File: config.mk
export PLATFORM = sky130hd
export DESIGN_NAME = operand_addr_resolver_flat
export DESIGN_NICKNAME = d
export VERILOG_FILES = /design/src/hdl/tsw_pkg.sv /design/src/hdl/addr_res_if.sv /design/src/hdl/operand_addr_resolver.sv /design/src/flat_wrapper.sv
export SDC_FILE = /design/constraint.sdc
export NUM_CORES = 1
export LEC_CHECK = 0
export BUFFER_PORTS_ARGS = -buffer_cell sky130_fd_sc_hd__buf_2
export CAP_MARGIN = 5
export CORE_MARGIN = 1
export CORE_UTILIZATION = 41
export DETAILED_ROUTE_END_ITERATION = 8
export PLACE_DENSITY = 0.93
export SYNTH_ARGS = -nofsm -noshare
export SYNTH_HDL_FRONTEND = slang
export SYNTH_SLANG_ARGS = --single-unit
File: constraint.sdc
create_clock -name vclk -period 1.55
set_input_delay 0.0775 -clock vclk [all_inputs]
set_output_delay 0.0775 -clock vclk [all_outputs]
set_load 0.02 [all_outputs]
File: src/hdl/tsw_pkg.sv
// Purpose: shared constants for the skip-test and table-write execution block
// Assumes: 16-bit instruction words, 12-bit data addresses, 21-bit table pointer
// Notes: encodings and address split points are defined here; the assertions repeat 5Fh, the bank values and the step as literals
package tsw_pkg;
	localparam int DATA_AW = 12;
	localparam int PTR_W = 21;
	localparam logic [6:0] SKIP_OPC = 7'h33;
	localparam logic [11:0] TBLWR_OPC = 12'h003;
	localparam logic [1:0] TW_PLAIN = 2'h0;
	localparam logic [1:0] TW_POSTINC = 2'h1;
	localparam logic [1:0] TW_POSTDEC = 2'h2;
	localparam logic [1:0] TW_PREINC = 2'h3;
	localparam logic [7:0] ACCESS_SPLIT = 8'h80;
	localparam logic [7:0] INDEX_LIMIT = 8'h5f;
	localparam logic [3:0] ACCESS_LOW_BANK = 4'h0;
	localparam logic [3:0] ACCESS_HIGH_BANK = 4'hf;
	localparam logic [PTR_W-1:0] PTR_STEP = 21'h000001;
	typedef enum logic [1:0] {
		ST_IDLE = 2'b00,
		ST_READ = 2'b01,
		ST_SKIP = 2'b10
	} exec_state_t;
endpackage

File: src/hdl/addr_res_if.sv
// Purpose: carries the operand address request and its resolved data address
// Assumes: resolver is purely combinational
// Notes: one modport per side
`timescale 1ns/1ps
interface addr_res_if;
	logic [7:0] fileAddr;
	logic accessBit;
	logic [3:0] bankSelectReg;
	logic extEnable;
	logic [tsw_pkg::DATA_AW-1:0] indexBase;
	logic [tsw_pkg::DATA_AW-1:0] dataAddr;
	logic indexed;
	modport resolver (input fileAddr, accessBit, bankSelectReg, extEnable, indexBase, output dataAddr, indexed);
	modport core (output fileAddr, accessBit, bankSelectReg, extEnable, indexBase, input dataAddr, indexed);
endinterface

File: src/hdl/operand_addr_resolver.sv
// Purpose: turns an 8-bit file operand and access bit into a data address
// Assumes: access bank split at 80h, indexed mode offsets from the index base
// Notes: combinational only
`timescale 1ns/1ps
module operand_addr_resolver (
	addr_res_if.resolver ar
);
	always_comb begin
		ar.indexed = 1'b0;
		if (ar.accessBit) begin
			ar.dataAddr = {ar.bankSelectReg, ar.fileAddr}; // RL8
		end else if (ar.extEnable && (ar.fileAddr <= tsw_pkg::INDEX_LIMIT)) begin
			// wraps within data space rather than faulting on a large base
			ar.dataAddr = ar.indexBase + {4'h0, ar.fileAddr}; // RL9
			ar.indexed = 1'b1;
		end else if (ar.fileAddr < tsw_pkg::ACCESS_SPLIT) begin
			ar.dataAddr = {tsw_pkg::ACCESS_LOW_BANK, ar.fileAddr}; // RL7
		end else begin
			ar.dataAddr = {tsw_pkg::ACCESS_HIGH_BANK, ar.fileAddr}; // RL7
		end
	end
endmodule

File: src/flat_wrapper.sv
// flat-port wrapper written by rule: the top's interface ports become plain ports
module operand_addr_resolver_flat 
  (ar_fileAddr, ar_accessBit, ar_bankSelectReg, ar_extEnable, ar_indexBase, ar_dataAddr, ar_indexed);
  addr_res_if ar_i ();
  input wire logic [$bits(ar_i.fileAddr)-1:0] ar_fileAddr;
  input wire logic [$bits(ar_i.accessBit)-1:0] ar_accessBit;
  input wire logic [$bits(ar_i.bankSelectReg)-1:0] ar_bankSelectReg;
  input wire logic [$bits(ar_i.extEnable)-1:0] ar_extEnable;
  input wire logic [$bits(ar_i.indexBase)-1:0] ar_indexBase;
  output wire logic [$bits(ar_i.dataAddr)-1:0] ar_dataAddr;
  output wire logic [$bits(ar_i.indexed)-1:0] ar_indexed;
  assign ar_i.fileAddr = ar_fileAddr;
  assign ar_i.accessBit = ar_accessBit;
  assign ar_i.bankSelectReg = ar_bankSelectReg;
  assign ar_i.extEnable = ar_extEnable;
  assign ar_i.indexBase = ar_indexBase;
  assign ar_dataAddr = ar_i.dataAddr;
  assign ar_indexed = ar_i.indexed;
  operand_addr_resolver u_core (.ar(ar_i));
endmodule
==> results of run 1 <==
-- worst paths after layout --
kind	from	to
setup / recovery	ar_fileAddr[0]	ar_dataAddr[6]
hold / removal	ar_bankSelectReg[1]	ar_dataAddr[9]
-- repair_timing --
item,4_1_cts,5_1_grt
pin swaps,12,7
endpoints found under the setup margin,6,8
setup buffers,4,3
resized for setup,30,5
-- synthesized netlist by cell type (all sizes together) (2+ instances only) --
cell type	n	area share [%]
nand2	16	9.9
o21ai	11	9.0
ha	8	16
a21oi	7	5.7
inv	6	3.7
nor2	4	2.5
a21o	3	3.7
nand3	3	2.5
nand3b	3	3.7
o21a	3	3.7
xor2	3	4.3
a211oi	2	2.5
buf	2	1.6
mux2	2	3.7
o211ai	2	2.5
o31a	2	2.9
-- power by group --
group / switching, mW / internal (mW)
logic: 0.232 / 0.241
clock network: 0 / 0
registers: 0 / 0
-- layer usage --
| layer | routed length, um | GRT usage, % |
|---|---|---|
| met5 | 0 | 0 |
| met4 | 115 | 15.0 |
| met1 | 987 | 29.6 |
| met2 | 1430 | 61.9 |
| met3 | 129 | 1.67 |
-- critical path, stage by stage --
cell and delay (ns):
buf_8 0.10, ha_4 0.16, inv_2 0.05, fa_2 0.23
nor2b_4 0.05, o31a_1 0.26, o21a_2 0.24, o21a_1 0.20
o31ai_2 0.22, buf_4 0.19
-- layout by cell type, fill, tap and decap left out, types with 4 or more instances in the layout --
| cell type | n |
|---|---|
| nand2_1 | 16 |
| buf_4 | 29 |
| a21oi_1 | 5 |
| buf_6 | 6 |
| buf_2 | 28 |
| inv_1 | 5 |
| o21ai_0 | 6 |
| nor2_1 | 4 |
| ha_4 | 5 |
-- cells by family (layout without fill, tap and decap cells) --
| group | Yosys count | in the layout | share of synthesized area [%] |
|---|---|---|---|
| AO/OA/AOI/OAI | 38 | 38 | 40.5 |
| XOR/XNOR | 4 | 4 | 5.75 |
| adder cells (fa/ha/maj) | 9 | 9 | 19.7 |
| buffers and inverters | 8 | 70 | 5.34 |
| multiplexers | 2 | 2 | 3.70 |
| AND/OR/NAND/NOR | 31 | 31 | 25.1 |
-- cell type report --
| cell class | count | share of cell area (%) |
|---|---|---|
| Inverter | 6 | 1.87 |
| Timing Repair Buffer | 64 | 36.6 |
| Multi-Input combinational cell | 84 | 60.0 |
| Tap cell | 15 | 1.56 |
-- metrics by stage --
stage	util (%)	hold slack [ns]
floorplan	-	0.308
global placement	74.7	0.487
detailed placement	74.7	0.492
CTS	86.7	0.467
global route	90.2	0.480
finish	90.2	0.469
==> metrics.md, run 1 <==
| Metric | Value |
|---|---|
| Type of the worst setup path | in -> out |
| Core area | about 1300 um2 |
| Post-CTS Hold Fix Bufs | 0 |
| Final HPWL DP | 1770 um |
| GR Overflow Total | 0 |
| Largest net degree at the start of global routing | 9 |
| Fill count | 62 |
| Clock Buffer Count | 0 |
| Rows | 13 |
| Area of the die | between 1500 and 2000 um2 |
| Worst-margin pin slew | just over 0.3 ns |
| First-pass GRT wire length | ~3400 um |
| P_leak | roughly 0.6 nW |
| Die Ht | just over 40 um |
| F_max | 0.540 GHz |
| Failing checks | negative setup slack |
| Hold Path Class | in -> out |
| Syn. warnings | 0 |
| Syn_nets | 127 |
| DRT Wirelength | roughly 2700 um |
| Final min period | 1.85 ns |
| Synthesized area per cell | 6.62 um2 |
| Final std cells w/o fill | 169 |
| RSZ-0062 raised after global routing | true |
| Gpl congestion | about 0.78 |
| Initial antenna violation count | 0 |
| Hold Path Cell Cnt | 4 |
| Element type at the critical path start | input pin |
| Cell count after synthesis | 92 |
| Iteration-0 DRC Markers | 31 |
| Pins over their slew limit | 0 |
| PnR worst setup slack | -0.301 ns |
| Worst Path Arrival | 1.77 ns |
| Cells after DPL | roughly 160 |
| Multi-input gate area | a little over 700 um2 |
| Tot Pwr | 473 uW |
| Vias in the first global route | approximately 840 |
| Finished Cell Area | between 1000 and 1500 um2 |
| Fin crit share | 119% |
| Num sequential | 0 |
| Final net count | 191 |
| Crit-path max FO | 4 |
| Setup crit end kind | output pin |
| Status | finished, violations left |
| Vias | between 900 and 1000 |
| Antenna-violating nets left | 0 |
| Total track usage | 30.3% |
| Pre-CTS setup slack | -0.379 ns |
| Final hold viol count | 0 |
| Sequential cell area | 0 um2 |
| Critical Path RT | approximately 1.5 ns |
| Routed wire length per instance | about 16 um |
| Final setup fails | 8 |
| Die Width | just over 40 um |
| Max_cap viols | 0 |
| Rel. slew slack | around four fifths |
| Pwr per Cell Area | a little under 400 nW/um2 |
| Ports | 39 |
| Initial Util | around 46% |
| Remaining DRCs | 0 |
| Setup Total Neg Slack | -1.51 ns |
| Synth Cell Area | 609 um2 |
| Mean number of vias per cell | 5.80 |
| Sequential fraction of the synthesis area | 0% |
| Layout cells sized above 1 | between 50% and 60% |
| Port bufs | 39 |
| TritonRoute pass-1 iters | 4 |
| N_diodes | 0 |
| Maximum vdd drop | around 0.00026 V |
| Post-DP Area | roughly 1000 um2 |
| Post-synth cell types | 32 |
| Area Growth Syn to Fin | 97.5% |
No activity file was read; power rests on OpenSTA's default activity.
==> run 2: changes to the inputs <==
--- a/config.mk
+++ b/config.mk
@@ -10,7 +10,7 @@
 export CORE_MARGIN = 1
 export CORE_UTILIZATION = 41
 export DETAILED_ROUTE_END_ITERATION = 8
-export PLACE_DENSITY = 0.93
+export PLACE_DENSITY = 0.88
 export SYNTH_ARGS = -nofsm -noshare
 export SYNTH_HDL_FRONTEND = slang
 export SYNTH_SLANG_ARGS = --single-unit
==> metrics.md, run 2 (synthesis gave the netlist of run 1 again) <==
| Metric | Value |
|---|---|
| Port bufs | 39 |
| Gpl congestion | around 0.78 |
| Largest net degree at the start of global routing | 8 |
| Hold Path Class | in -> out |
| Pwr per Cell Area | between 400 and 500 nW/um2 |
| Initial Util | 45.7% |
| Worst path cell trace | buf_8 > ha_4 > inv_2 > fa_2 > nor2b_4 > o31a_1 > o21a_2 > o31a_1 > o211ai_1 > buf_4 |
| Comb power frac | between 90% and 100% |
| Internal power | ~250 uW |
| Crit-path max FO | 4 |
| P_leak | between 0.6 and 0.7 nW |
| Rel. slew slack | a little under three quarters |
| DRT Wirelength | around 3500 um |
| Type of the worst setup path | in -> out |
| Flop pwr share | 0% |
| Max_cap viols | 0 |
| Final hold viol count | 0 |
| Final HPWL DP | 1680 um |
| Total track usage | between 30 and 40% |
| Most used cell, CP | o31a_1 |
| Worst-margin pin slew | 0.432 ns |
| Vias | between 1000 and 1500 |
| TritonRoute pass-1 iters | 4 |
| Final setup fails | 9 |
| Sequential cell area | 0 um2 |
| Rows | 13 |
| Critical path's largest stage delay | approximately 0.27 ns |
| P_sw | between 200 and 300 uW |
| WHS | between 0.4 and 0.5 ns |
| Sw frac | between 50% and 60% |
| Clock Buffer Count | 0 |
| Most common cell after layout, fill and taps aside | buf_2 |
| Mean number of vias per cell | 6.58 |
| Final net count | 190 |
| Area of the die | about 1600 um2 |
| PnR worst setup slack | -0.326 ns |
| Worst Path Arrival | about 1.8 ns |
| Remaining DRCs | 0 |
| Final min period | around 1.9 ns |
| RSZ-0062 raised after global routing | true |
| Die Width | about 41 um |
| First-pass GRT wire length | between 3000 and 4000 um |
| Maximum vdd drop | between 0.0002 and 0.0003 V |
| Antenna-violating nets left | 0 |
| Initial antenna violation count | 0 |
| Failing checks | negative setup slack |
| Area Growth Syn to Fin | 103% |
| F_max | roughly 0.53 GHz |
| Layout cells sized above 1 | 58.2% |
| Slowest stage cell, crit path | o31a_1 |
| Routed wire length per instance | 20.6 um |
| Pre-CTS setup slack | -0.362 ns |
| N_diodes | 0 |
| GR Overflow Total | 0 |
| Commonest cells after routing, fill and taps aside | 27 x buf_2, 26 x buf_4, 16 x nand2_1 |
| Pins over their slew limit | 0 |
| Fill count | 53 |
| Post-CTS Hold Fix Bufs | 0 |
| Num sequential | 0 |
| Clock power share | 0% |
| Ports | 39 |
| Die Ht | just over 40 um |
| Setup crit end kind | output pin |
| Core area | between 1000 and 1500 um2 |
| Vias in the first global route | around 960 |
| Critical Path RT | 1.47 ns |
| Fin crit share | 121% |
| Element type at the critical path start | input pin |
| Tot Pwr | 511 uW |
| Iteration-0 DRC Markers | 42 |
| Status | finished, violations left |
run 2: cell types whose count changed in the layout (fill, tap and decap cells not counted), sizes merged:
cell,before,now
buf,64,63
run 2: path summary, 6_finish.rpt:
kind,start,to,cells past startpoint
worst max-delay path,ar_fileAddr[0],ar_dataAddr[10],10
worst min-delay path,ar_bankSelectReg[1],ar_dataAddr[9],4
run 2: power groups by stage:
stage / registers, mW / logic (mW) / clock network [mW]
after global placement: 0 / 0.341 / 0
after detailed placement: 0 / 0.355 / 0
after floorplan: 0 / 0.208 / 0
after CTS: 0 / 0.414 / 0
after global routing: 0 / 0.531 / 0
final: 0 / 0.511 / 0
run 2: final cells by class:
type	instances	area, um2	share of cell area [%]
multi-input combinational	84	748	60.3
tap	15	18.8	1.51
timing repair buffer	63	450	36.3
inverter	6	22.5	1.82
run 2: per-layer routing:
layer  wire [um]  vias to the layer above  track usage (%)
li1            -                      465                -
met1        1280                      516             28.3
met2        1690                      100             72.2
met3         327                       24             3.33
met4         156                        0             14.2
met5           0                        -                0
run 2: per-stage QoR:
step | cell area (um2) | std cells | utilization (%) | setup TNS [ns]
after floorplan | 649 | 92 | - | -0.335
after detailed placement | 988 | 162 | 74.1 | -1.73
after CTS | 1120 | 164 | 84.3 | -0.930
after global placement | 988 | 162 | 74.1 | -1.44
after global routing | 1240 | 168 | 93.0 | -1.92
final | 1240 | 168 | 93.0 | -1.79
run 2: critical path: cells and delay by family:
family	cells	cell delay [ns]
AO/OA/AOI/OAI	4	0.96
adder cells (fa/ha/maj)	2	0.38
buffers and inverters	3	0.33
AND/OR/NAND/NOR	1	0.05
run 2: timing repair:
action,CTS,global route
gates resized for setup,25,18
setup endpoints to repair,7,8
buffers inserted,2,5
cloned,0,0
pin swaps,11,10
